File: src/design/rcd_pkg.sv
// Constants, register map and carrier types for the render command decoder.
// Assumes a 32-bit AXI4-Lite register port and a single 50 MHz core clock.
// Function
// - Area stippling only when command bit 0 and the unit's area enable are set.
// - Line stippling only when command bit 1 and the unit's line enable are set.
// - Bit 2 clears line pattern counters at primitive start, if line stippling enabled.
// - With bit 2 clear, line pattern counters continue across primitives.
// - Bit 3 with trapezoid selects span fill of the span op kind.
// - Bits 4 and 5 are ignored; block fill size is always 32 pixels.
// - Bits 7:6 select primitive: 0 line, 1 trapezoid, 2 point.
// - Bit 8 with trapezoid enables sub-scanline generation and per-fragment coverage.
// - Bit 9 selects an 8x8 subsample grid, else 4x4.
// - Bits 10 and 8 with trapezoid take x steps from the point table.
// - Point table has four words; the register address selects the word written.
// - The 16-bit count means pixels, scanlines, sub-scanlines or point diameter.
package rcd_pkg;

  // Register byte offsets
  localparam logic [7:0] RCD_OFF_COMMAND = 8'h00;
  localparam logic [7:0] RCD_OFF_COUNT = 8'h04;
  localparam logic [7:0] RCD_OFF_UNIT_CTRL = 8'h08;
  localparam logic [7:0] RCD_OFF_STATUS = 8'h0C;
  localparam logic [7:0] RCD_OFF_LINE_CNT = 8'h10;
  localparam logic [7:0] RCD_OFF_TABLE0 = 8'h20;
  localparam logic [7:0] RCD_OFF_TABLE3 = 8'h2C;

  // Command field positions
  localparam int RCD_BIT_AREA = 0;
  localparam int RCD_BIT_LINE = 1;
  localparam int RCD_BIT_RESTART = 2;
  localparam int RCD_BIT_FILL = 3;
  localparam int RCD_BIT_PRIM_LO = 6;
  localparam int RCD_BIT_SMOOTH = 8;
  localparam int RCD_BIT_GRID = 9;
  localparam int RCD_BIT_TABLE = 10;

  // Unit control field positions
  localparam int RCD_UBIT_AREA = 0;
  localparam int RCD_UBIT_LINE = 1;
  localparam int RCD_UBIT_SPAN_LO = 4;

  // Reset values and sizes
  localparam logic [31:0] RCD_RST_WORD = 32'h0000_0000;
  localparam logic [15:0] RCD_RST_COUNT = 16'h0000;
  localparam logic [5:0] RCD_BLOCK_FILL = 6'h20;
  localparam int RCD_TABLE_WORDS = 4;

  localparam logic [1:0] RCD_RESP_OKAY = 2'h0;
  localparam logic [1:0] RCD_RESP_SLVERR = 2'h2;

  typedef enum logic [1:0] {
    RCD_PRIM_LINE = 2'h0,
    RCD_PRIM_TRAP = 2'h1,
    RCD_PRIM_POINT = 2'h2,
    RCD_PRIM_RSVD = 2'h3
  } rcd_prim_e;

  typedef enum logic [1:0] {
    RCD_UNIT_PIXELS,
    RCD_UNIT_SCANLINES,
    RCD_UNIT_SUBLINES,
    RCD_UNIT_DIAMETER
  } rcd_count_unit_e;

  // Decoded per-primitive controls
  typedef struct packed {
    logic start;
    rcd_prim_e prim;
    logic area_pattern_gate;
    logic line_pattern_gate;
    logic line_pattern_restart;
    logic span_fill_select;
    logic [1:0] span_op_field;
    logic edge_smoothing_on;
    logic subsample_grid_select;
    logic dot_table_step_select;
    logic [5:0] block_fill_size;
    rcd_count_unit_e count_unit;
    logic [15:0] count;
  } rcd_ctrl_s;

endpackage : rcd_pkg

File: src/design/rcd_decode.sv
// Combinational decode of a render command word into per-primitive controls.
// Assumes the caller registers the result; unit enables come from stipple/span state.
`timescale 1ns/1ps
module rcd_decode (
  // Command and qualifiers
  input wire logic [31:0] command_in,
  input wire logic [15:0] count_in,
  input wire logic unit_area_en_in,
  input wire logic unit_line_en_in,
  input wire logic [1:0] span_op_in,
  // Decoded controls
  output rcd_pkg::rcd_ctrl_s ctrl_out
);

  rcd_pkg::rcd_prim_e prim;
  logic is_trap;

  always_comb begin
    prim = rcd_pkg::rcd_prim_e'(command_in[rcd_pkg::RCD_BIT_PRIM_LO +: 2]);
    is_trap = (prim == rcd_pkg::RCD_PRIM_TRAP);
    ctrl_out = '0;
    ctrl_out.prim = prim;
    ctrl_out.start = (prim != rcd_pkg::RCD_PRIM_RSVD);
    ctrl_out.area_pattern_gate = command_in[rcd_pkg::RCD_BIT_AREA] & unit_area_en_in;
    ctrl_out.line_pattern_gate = command_in[rcd_pkg::RCD_BIT_LINE] & unit_line_en_in;
    ctrl_out.line_pattern_restart = command_in[rcd_pkg::RCD_BIT_RESTART] & ctrl_out.line_pattern_gate;
    ctrl_out.span_fill_select = command_in[rcd_pkg::RCD_BIT_FILL] & is_trap;
    ctrl_out.span_op_field = ctrl_out.span_fill_select ? span_op_in : 2'h0;
    ctrl_out.block_fill_size = rcd_pkg::RCD_BLOCK_FILL;
    ctrl_out.edge_smoothing_on = command_in[rcd_pkg::RCD_BIT_SMOOTH] & is_trap;
    ctrl_out.subsample_grid_select = command_in[rcd_pkg::RCD_BIT_GRID];
    ctrl_out.dot_table_step_select = command_in[rcd_pkg::RCD_BIT_TABLE] & ctrl_out.edge_smoothing_on;
    ctrl_out.count = count_in;
    case (prim)
      rcd_pkg::RCD_PRIM_LINE: ctrl_out.count_unit = rcd_pkg::RCD_UNIT_PIXELS;
      rcd_pkg::RCD_PRIM_TRAP: ctrl_out.count_unit = ctrl_out.edge_smoothing_on ?
          rcd_pkg::RCD_UNIT_SUBLINES : rcd_pkg::RCD_UNIT_SCANLINES;
      default: ctrl_out.count_unit = rcd_pkg::RCD_UNIT_DIAMETER;
    endcase
  end

endmodule : rcd_decode

File: src/design/rcd_top.sv
// Render command decoder top: AXI4-Lite slave, command decode, line pattern counter, step table.
// Assumes one clock, synchronous inputs, and downstream units consuming the one-cycle start pulse.
//
// The implementer's own choices: the register offsets and the AXI4-Lite interface to the registers.
`timescale 1ns/1ps
module rcd_top (
  // Clock, reset, enable
  input wire logic clk_sys_in,
  input wire logic reset_n_in,
  input wire logic clk_en_in,
  // AXI4-Lite write address
  input wire logic [7:0] s_axi_awaddr_in,
  input wire logic s_axi_awvalid_in,
  output logic s_axi_awready_out,
  // AXI4-Lite write data
  input wire logic [31:0] s_axi_wdata_in,
  input wire logic [3:0] s_axi_wstrb_in,
  input wire logic s_axi_wvalid_in,
  output logic s_axi_wready_out,
  // AXI4-Lite write response
  output logic [1:0] s_axi_bresp_out,
  output logic s_axi_bvalid_out,
  input wire logic s_axi_bready_in,
  // AXI4-Lite read address
  input wire logic [7:0] s_axi_araddr_in,
  input wire logic s_axi_arvalid_in,
  output logic s_axi_arready_out,
  // AXI4-Lite read data
  output logic [31:0] s_axi_rdata_out,
  output logic [1:0] s_axi_rresp_out,
  output logic s_axi_rvalid_out,
  input wire logic s_axi_rready_in,
  // Rasterizer side
  input wire logic fragment_step_in,
  input wire logic raster_busy_in,
  output rcd_pkg::rcd_ctrl_s ctrl_out,
  output logic [15:0] line_pattern_count_out,
  output logic [31:0] dot_step_word_out,
  input wire logic [1:0] dot_step_index_in
);

  // Reset synchroniser
  logic rst_meta_r;
  logic rst_sync_r;
  always_ff @(posedge clk_sys_in or negedge reset_n_in) begin
    if (!reset_n_in) begin
      rst_meta_r <= 1'b0;
      rst_sync_r <= 1'b0;
    end else begin
      rst_meta_r <= 1'b1;
      rst_sync_r <= rst_meta_r;
    end
  end
  wire rst_n = rst_sync_r;

  // Write channel state
  logic aw_held_r, aw_held_nxt;
  logic w_held_r, w_held_nxt;
  logic [7:0] aw_addr_r, aw_addr_nxt;
  logic [31:0] w_data_r, w_data_nxt;
  logic [3:0] w_strb_r, w_strb_nxt;
  logic bvalid_r, bvalid_nxt;
  logic [1:0] bresp_r, bresp_nxt;
  // Read channel state
  logic rvalid_r, rvalid_nxt;
  logic [31:0] rdata_r, rdata_nxt;
  logic [1:0] rresp_r, rresp_nxt;
  // Register state
  logic [31:0] command_r, command_nxt;
  logic [15:0] count_r, count_nxt;
  logic [31:0] unit_ctrl_r, unit_ctrl_nxt;
  logic [31:0] table_r [rcd_pkg::RCD_TABLE_WORDS];
  logic [31:0] table_nxt [rcd_pkg::RCD_TABLE_WORDS];
  rcd_pkg::rcd_ctrl_s ctrl_r, ctrl_nxt;
  logic [15:0] line_cnt_r, line_cnt_nxt;
  logic [31:0] dot_word_r, dot_word_nxt;

  logic do_write;
  logic cmd_write;
  logic [31:0] wmask;
  logic [31:0] cmd_merged;
  rcd_pkg::rcd_ctrl_s decoded;

  // Byte lane mask, one lane per strobe bit
  genvar gi;
  generate
    for (gi = 0; gi < 4; gi++) begin : g_lane
      assign wmask[gi*8 +: 8] = {8{w_strb_r[gi]}};
    end
  endgenerate

  // Write commits only when both halves are in and no response is pending
  assign do_write = aw_held_r & w_held_r & ~bvalid_r;
  assign cmd_write = do_write & (aw_addr_r[7:2] == rcd_pkg::RCD_OFF_COMMAND[7:2]);
  assign cmd_merged = (command_r & ~wmask) | (w_data_r & wmask);

  rcd_decode u_decode (
    .command_in(cmd_merged),
    .count_in(count_r),
    .unit_area_en_in(unit_ctrl_r[rcd_pkg::RCD_UBIT_AREA]),
    .unit_line_en_in(unit_ctrl_r[rcd_pkg::RCD_UBIT_LINE]),
    .span_op_in(unit_ctrl_r[rcd_pkg::RCD_UBIT_SPAN_LO +: 2]),
    .ctrl_out(decoded)
  );

  always_comb begin
    aw_held_nxt = aw_held_r;
    w_held_nxt = w_held_r;
    aw_addr_nxt = aw_addr_r;
    w_data_nxt = w_data_r;
    w_strb_nxt = w_strb_r;
    bvalid_nxt = bvalid_r;
    bresp_nxt = bresp_r;
    command_nxt = command_r;
    count_nxt = count_r;
    unit_ctrl_nxt = unit_ctrl_r;
    for (int i = 0; i < rcd_pkg::RCD_TABLE_WORDS; i++) begin
      table_nxt[i] = table_r[i];
    end
    if (s_axi_awvalid_in && !aw_held_r) begin
      aw_held_nxt = 1'b1;
      aw_addr_nxt = s_axi_awaddr_in;
    end
    if (s_axi_wvalid_in && !w_held_r) begin
      w_held_nxt = 1'b1;
      w_data_nxt = s_axi_wdata_in;
      w_strb_nxt = s_axi_wstrb_in;
    end
    if (bvalid_r && s_axi_bready_in) begin
      bvalid_nxt = 1'b0;
    end
    if (do_write) begin
      aw_held_nxt = 1'b0;
      w_held_nxt = 1'b0;
      bvalid_nxt = 1'b1;
      bresp_nxt = rcd_pkg::RCD_RESP_OKAY;
      if (aw_addr_r[7:2] == rcd_pkg::RCD_OFF_COMMAND[7:2]) begin
        command_nxt = cmd_merged;
      end else if (aw_addr_r[7:2] == rcd_pkg::RCD_OFF_COUNT[7:2]) begin
        count_nxt = (count_r & ~wmask[15:0]) | (w_data_r[15:0] & wmask[15:0]);
      end else if (aw_addr_r[7:2] == rcd_pkg::RCD_OFF_UNIT_CTRL[7:2]) begin
        unit_ctrl_nxt = (unit_ctrl_r & ~wmask) | (w_data_r & wmask);
      end else if (aw_addr_r >= rcd_pkg::RCD_OFF_TABLE0 && aw_addr_r <= rcd_pkg::RCD_OFF_TABLE3) begin
        // Word chosen by the address of the write
        table_nxt[aw_addr_r[3:2]] = (table_r[aw_addr_r[3:2]] & ~wmask) | (w_data_r & wmask);
      end else begin
        bresp_nxt = rcd_pkg::RCD_RESP_SLVERR;
      end
    end
  end

  // Read path
  always_comb begin
    rvalid_nxt = rvalid_r;
    rdata_nxt = rdata_r;
    rresp_nxt = rresp_r;
    if (rvalid_r && s_axi_rready_in) begin
      rvalid_nxt = 1'b0;
    end
    if (s_axi_arvalid_in && !rvalid_r) begin
      rvalid_nxt = 1'b1;
      rresp_nxt = rcd_pkg::RCD_RESP_OKAY;
      rdata_nxt = 32'h0000_0000;
      if (s_axi_araddr_in[7:2] == rcd_pkg::RCD_OFF_COMMAND[7:2]) begin
        // Command is write-only; reads give zero
        rdata_nxt = 32'h0000_0000;
      end else if (s_axi_araddr_in[7:2] == rcd_pkg::RCD_OFF_COUNT[7:2]) begin
        rdata_nxt = {16'h0000, count_r};
      end else if (s_axi_araddr_in[7:2] == rcd_pkg::RCD_OFF_UNIT_CTRL[7:2]) begin
        rdata_nxt = unit_ctrl_r;
      end else if (s_axi_araddr_in[7:2] == rcd_pkg::RCD_OFF_STATUS[7:2]) begin
        rdata_nxt = {7'h00, ctrl_r.block_fill_size, ctrl_r.count_unit, 5'h00, ctrl_r.dot_table_step_select,
                     ctrl_r.subsample_grid_select, ctrl_r.edge_smoothing_on, ctrl_r.span_op_field,
                     ctrl_r.span_fill_select, ctrl_r.line_pattern_restart, ctrl_r.line_pattern_gate,
                     ctrl_r.area_pattern_gate, ctrl_r.prim, raster_busy_in};
      end else if (s_axi_araddr_in[7:2] == rcd_pkg::RCD_OFF_LINE_CNT[7:2]) begin
        rdata_nxt = {16'h0000, line_cnt_r};
      end else if (s_axi_araddr_in >= rcd_pkg::RCD_OFF_TABLE0 && s_axi_araddr_in <= rcd_pkg::RCD_OFF_TABLE3) begin
        rdata_nxt = table_r[s_axi_araddr_in[3:2]];
      end else begin
        rresp_nxt = rcd_pkg::RCD_RESP_SLVERR;
      end
    end
  end

  // Decode registered per command; start pulses one cycle
  always_comb begin
    ctrl_nxt = ctrl_r;
    ctrl_nxt.start = 1'b0;
    line_cnt_nxt = line_cnt_r;
    if (cmd_write) begin
      ctrl_nxt = decoded;
      if (decoded.start && decoded.line_pattern_restart) begin
        line_cnt_nxt = 16'h0000;
      end
    end else if (fragment_step_in && ctrl_r.line_pattern_gate) begin
      // Counter carries over between primitives unless restarted
      line_cnt_nxt = line_cnt_r + 16'h0001;
    end
    dot_word_nxt = ctrl_r.dot_table_step_select ? table_r[dot_step_index_in] : 32'h0000_0000;
  end

  always_ff @(posedge clk_sys_in or negedge rst_n) begin
    if (!rst_n) begin
      aw_held_r <= 1'b0;
      w_held_r <= 1'b0;
      aw_addr_r <= 8'h00;
      w_data_r <= rcd_pkg::RCD_RST_WORD;
      w_strb_r <= 4'h0;
      bvalid_r <= 1'b0;
      bresp_r <= rcd_pkg::RCD_RESP_OKAY;
      rvalid_r <= 1'b0;
      rdata_r <= rcd_pkg::RCD_RST_WORD;
      rresp_r <= rcd_pkg::RCD_RESP_OKAY;
      command_r <= rcd_pkg::RCD_RST_WORD;
      count_r <= rcd_pkg::RCD_RST_COUNT;
      unit_ctrl_r <= rcd_pkg::RCD_RST_WORD;
      for (int i = 0; i < rcd_pkg::RCD_TABLE_WORDS; i++) begin
        table_r[i] <= rcd_pkg::RCD_RST_WORD;
      end
      ctrl_r <= '0;
      line_cnt_r <= rcd_pkg::RCD_RST_COUNT;
      dot_word_r <= rcd_pkg::RCD_RST_WORD;
    end else if (clk_en_in) begin
      aw_held_r <= aw_held_nxt;
      w_held_r <= w_held_nxt;
      aw_addr_r <= aw_addr_nxt;
      w_data_r <= w_data_nxt;
      w_strb_r <= w_strb_nxt;
      bvalid_r <= bvalid_nxt;
      bresp_r <= bresp_nxt;
      rvalid_r <= rvalid_nxt;
      rdata_r <= rdata_nxt;
      rresp_r <= rresp_nxt;
      command_r <= command_nxt;
      count_r <= count_nxt;
      unit_ctrl_r <= unit_ctrl_nxt;
      for (int i = 0; i < rcd_pkg::RCD_TABLE_WORDS; i++) begin
        table_r[i] <= table_nxt[i];
      end
      ctrl_r <= ctrl_nxt;
      line_cnt_r <= line_cnt_nxt;
      dot_word_r <= dot_word_nxt;
    end
  end

  // Handshake readies are combinational; forced low while enable is low
  assign s_axi_awready_out = ~aw_held_r & clk_en_in & rst_n;
  assign s_axi_wready_out = ~w_held_r & clk_en_in & rst_n;
  assign s_axi_arready_out = ~rvalid_r & clk_en_in & rst_n;
  assign s_axi_bvalid_out = bvalid_r;
  assign s_axi_bresp_out = bresp_r;
  assign s_axi_rvalid_out = rvalid_r;
  assign s_axi_rdata_out = rdata_r;
  assign s_axi_rresp_out = rresp_r;
  assign ctrl_out = ctrl_r;
  assign line_pattern_count_out = line_cnt_r;
  assign dot_step_word_out = dot_word_r;

endmodule : rcd_top

File: config.mk
export PLATFORM = sky130hd
export DESIGN_NAME = rcd_top
export DESIGN_NICKNAME = d
export VERILOG_FILES = /design/src/design/rcd_pkg.sv /design/src/design/rcd_decode.sv /design/src/design/rcd_top.sv
export SDC_FILE = /design/constraint.sdc
export NUM_CORES = 1
export LEC_CHECK = 0
export BUFFER_PORTS_ARGS = -buffer_cell sky130_fd_sc_hd__buf_2
export CORE_UTILIZATION = 59
export CTS_CLUSTER_SIZE = 28
export DETAILED_ROUTE_END_ITERATION = 10
export PLACE_DENSITY = 0.8
export REMOVE_ABC_BUFFERS = 1
export SETUP_SLACK_MARGIN = 0.02
export SLEW_MARGIN = 20
export SYNTH_ARGS = -nofsm -noshare
export SYNTH_HDL_FRONTEND = slang
export SYNTH_SLANG_ARGS = --single-unit
File: constraint.sdc
create_clock -name clk_sys_in -period 12.5 [get_ports clk_sys_in]
set_clock_uncertainty 0.2 [all_clocks]
set_input_delay 2.5 -clock clk_sys_in [delete_from_list [all_inputs] [get_ports clk_sys_in]]
set_output_delay 2.5 -clock clk_sys_in [all_outputs]
set_load 0.02 [all_outputs]
* Word level (Yosys, flattened, before mapping)
Cells that the tools add are included.
** Word-level totals
- Flip-flop bits (word level) :: 373
- Bits of input ports :: 64
- Output and inout bits :: 125
- Word-level logic and storage cells :: 168
** Cells by class
- $add $sub $neg :: 1
- $lt $le $gt $ge :: 8
- Eq/ne operators :: 9
- Muxes and demuxes :: 44
- Bitwise operators :: 37
- Reduce and logical (&&, ||, !) cells :: 35
** Operators by type and width (count)
- 2-to-1 mux 32 bit :: 14
- binary-select mux 32 bit (select 2 bit) :: 3
- bitwise AND 32 bit :: 4
- bitwise mux 128 bit :: 1
- OR 32 bit :: 3
- demux 32 bit (select 2 bit) :: 1
- 2-to-1 mux 16 bit :: 3
- 2-to-1 mux 36 bit :: 1
- bitwise AND 16 bit :: 2
- NOT 32 bit :: 1
- 2-to-1 mux 2 bit :: 12
- == test 6 x 2 -> 1 bit, second input constant :: 3
- AND reduction 2 bit :: 9
- adder 16 x 1 -> 16 bit, second input constant :: 1
- greater-or-equal comparator 8 x 6 -> 1 bit, second input constant :: 2
- <= comparator 8 x 6 -> 1 bit, second input constant :: 2
- NOT 16 bit :: 1
- OR 16 bit :: 1
- bitwise AND 1 bit :: 15
- == test 6 x 1 -> 1 bit, second input constant :: 2
- zero test 6 bit :: 2
- logical AND 1 bit :: 10
- nonzero test 2 bit :: 5
- greater-or-equal comparator 3 bit, second input constant :: 3
- other kinds (15) :: 33

* Depth between registers and ports, before layout
- Depth in word-level cells :: 10
- Depth in mapped cells :: 8
- Gate-level depth less buffers :: 5

* Cells and area by module
From an unflattened synthesis, not the netlist that was laid out.
** Second synthesis, totals
- Cells, all modules :: 1477
- Area total of the unflattened synthesis :: 18479.0 um^2
** By module, submodules not included
- rcd_top :: instances 1, cells each 1437, area an instance 18192.4 um^2, sequential area each 9409.0 um^2
- rcd_decode :: instances 1, cells each 40, area an instance 286.5 um^2, sequential area each 0.0 um^2

* Least setup slack after synthesis
OpenSTA, ideal clock, no wires.
- Path kind :: flip-flop to output port
- From :: register rst_sync_r, in the netlist rst_n
- To :: output port s_axi_arready_out
- Data arrival time :: 9094 ps
- Required time :: 9800 ps
- Slack :: 706 ps
- Cell stages (with the launch flop) :: 3
- Buffers on the path :: 0
- Cells stage by stage :: dfrtp_1 -> nand2_1 -> nor2_1
** Between the ends
- Cells in the longest elaborated chain, start to end :: 1
** Ends and longest elaborated chain
- start: declaration :: line rcd_top.sv:44 : logic rst_sync_r;
- start signal: assignment :: line rcd_top.sv:51 : rst_sync_r <= rst_meta_r;
- bitwise AND 1 bit :: line rcd_top.sv:250 : assign s_axi_arready_out = ~rvalid_r & clk_en_in & rst_n;
- end: declaration :: line rcd_top.sv:27 : output logic s_axi_arready_out,
No other way between the ends.

* Worst setup path after layout
- From :: input port clk_en_in
- To :: output port s_axi_wready_out
** Between the ends
- Cells in the longest elaborated chain, start to end :: 2
** Ends and longest elaborated chain
- start: declaration :: line rcd_top.sv:10 : input wire logic clk_en_in,
- bitwise AND 1 bit (2 in a row) :: line rcd_top.sv:249 : assign s_axi_wready_out = ~w_held_r & clk_en_in & rst_n;
- end: declaration :: line rcd_top.sv:19 : output logic s_axi_wready_out,
No other way between the ends.

==> reports/qor.txt <==
Ports -> 189
PnR worst setup slack -> 6.276 ns
Cell Chain, Critical Path -> buf_2 > buf_4 > nand2_1 > nor2_1 > buf_2
Top FF cell, synth -> dfrtp_1
Critical Path Sink Type -> output pin
# nets final -> 1643
Peak VDD IR -> 131.6 uV
sw power -> 1.130 mW
switch share -> 32.13%
Root Buffer -> clkbuf_16
Setup WS pre-CTS -> 6.292 ns
CP Data Arrival Time -> 3.52 ns
clock sink total -> 348
slowest CP cell -> buf_4
max incr delay on CP -> 0.43 ns
routed vias/inst -> 6.540
antenna violations before repair -> 0
PD cells -> 184.7 mW/mm^2
ys async rst share -> 100.0%
max-capacitance violation count -> 0
Die Height -> 170.1 um
Starting Density -> 59.99%
Worst-Margin Slew -> 1.045 ns
fin crit share -> 49.79%
vias post-DR -> 12.98k
first drt pass iteration count -> 7
largest net degree at the start of global routing -> 84
mapped cell area -> 0.01667 mm^2
# diodes -> 0
Int Power -> 2.387 mW
Hold Buf Count CTS -> 0
clock share of power -> 31.7%
Comb pwr share -> 22.4%
synth top area cells -> dfrtp_1, mux4_2, mux2_2
Synth top area share -> 52.25%
Routed Antenna Nets -> 0
Netlist cell types -> 56
Setup TNS -> 0 ns
cell mode on critical path -> buf_2
Setup crit start kind -> primary input
total track usage -> 32.73%
Fmax achieved -> 160.7 MHz
clock buffer depth -> 3
wire per inst -> 22.96 um
Die Wd -> 170.1 um
final wirelength -> 45.55 mm
CTS resizes -> 0
Pleak -> 8.848 nW
commonest non-fill, non-tap cell in the layout -> dfrtp_1
worst skew pair latency -> 0.53 ns
H-tree depth -> 2
Rel. slew slack -> 30.35%
min cycle time layout -> 6.224 ns
wire length of the first global-routing pass -> 72.24 mm
Worst Hold Class -> reg2reg
vias in the first global route -> 13.16k
CP top delay family -> buffers and inverters
Final Max Slew Viols -> 0
routability cong. -> 0.9117
final hold slack -> 0.1538 ns
sequential element share of the synthesized area -> 52.25%
Area Growth Syn to Fin -> 14.22%
Synth Register Bits -> 348
Placement Rows -> 61
die footprint -> 0.02893 mm^2
most frequent cells in the layout -> dfrtp_1, nand2_1, buf_2
layout cells sized above 1 -> 29.89%
postcts setup bufs -> 0
number of setup violations in the final report -> 0
Final Hold Fails -> 0
Ys Warns -> 0
Detailed Place HPWL -> 27.87 mm
drc violations -> 0
Synth Instances -> 1436
critical path class -> in2out
CTS tree -> yes
worst path bufs/invs -> 3
sequential power share -> 45.9%
synthesized area per cell -> 11.61 um^2
Initial DRC Count -> 1395
RSZ-0062 raised after global routing -> no
number of flops mapped to enable cells by yosys -> 0
status -> finished, final reports clean
Num CTS Buffers -> 37
Reg clk slew, reported paths -> 0.06 ns
worst-path fanout max -> 50
CP Data Required Time -> 9.80 ns
port buffer count -> 181
GRT overflow -> 0
leading area contributor after synthesis -> dfrtp_1
core area -> 0.02778 mm^2
==> stage by stage <==
| step | std cells | total power [mW] | area (um^2) | utilization (%) |
|---|---|---|---|---|
| after floorplan | 1332 | 2.097 | 16210 | - |
| after global placement | 1916 | 2.349 | 17800 | 64.07 |
| after detailed placement | 1916 | 2.393 | 17800 | 64.07 |
| after CTS | 1983 | 3.508 | 19020 | 68.47 |
| after global routing | 1984 | 3.651 | 19040 | 68.52 |
| final | 1984 | 3.517 | 19040 | 68.52 |
==> synthesized netlist by cell type, types with 3 or more instances <==
master,count
nor3_1,3
buf_1,10
nor2_1,46
a31oi_1,4
nand4b_1,3
and4b_1,3
a211o_1,6
nand2_1,233
a221oi_1,19
mux2i_1,36
a22oi_1,12
buf_2,19
mux2_2,106
or4_1,6
o21ai_0,176
and2_1,4
a21oi_1,33
nand4_1,8
clkbuf_1,71
o31ai_1,12
nor2b_1,5
a222oi_1,10
buf_4,9
dfrtp_1,348
o21ai_1,3
inv_1,39
nand3_1,55
or3_1,6
a21o_1,13
and3_1,4
mux4_2,96
mux2_1,3
==> kinds of logic after synthesis <==
group	after synthesis	synth area share (%)
simple gates	394	10.62
flops	348	52.25
other cells	2	0.04506
mux	241	22.50
fa+ha+maj	1	0.07506
compound gates	301	10.76
buf+inv	149	3.746
==> routing by layer <==
| layer | share of wire, % | global-route usage [%] |
|---|---|---|
| met4 | 4.2 | 15.35 |
| met1 | 38 | 42.97 |
| met5 | 0 | 0 |
| met2 | 49 | 52.87 |
| met3 | 8.9 | 6.488 |
==> final timing paths <==
check / start / endpoint / slack (ns) / cells after the start
max in group asynchronous: rst_n / asynchronous set/reset pin / 9.07 / 3
setup / recovery: clk_en_in / s_axi_wready_out / 6.28 / 5
setup reg to reg: rst_n / asynchronous set/reset pin / 9.07 / 3
hold / removal: rst_meta_r / rst_n / 0.15 / 0
min in group asynchronous: rst_n / s_axi_rdata_out[20] / 0.21 / 0
hold reg to reg: rst_meta_r / rst_n / 0.15 / 0
==> layout make-up <==
type / instances / area, um^2
multi-input cells: 945 / 7370
repair buffers: 207 / 1111
clock buffers: 54 / 1070
clock inverters: 13 / 153.9
well taps: 378 / 473.0
fillers: 2050 / 8745
inverters: 39 / 146.4
flip-flops and latches: 348 / 8713
==> power by group through the flow <==
stage	clock network, mW	logic [mW]	registers (mW)
final	1.11	0.788	1.61
after floorplan	0	0.481	1.62
after CTS	1.12	0.784	1.60
after global routing	1.16	0.851	1.64
after detailed placement	0	0.775	1.62
after global placement	0	0.748	1.60
(Power assumes the default switching activity.)
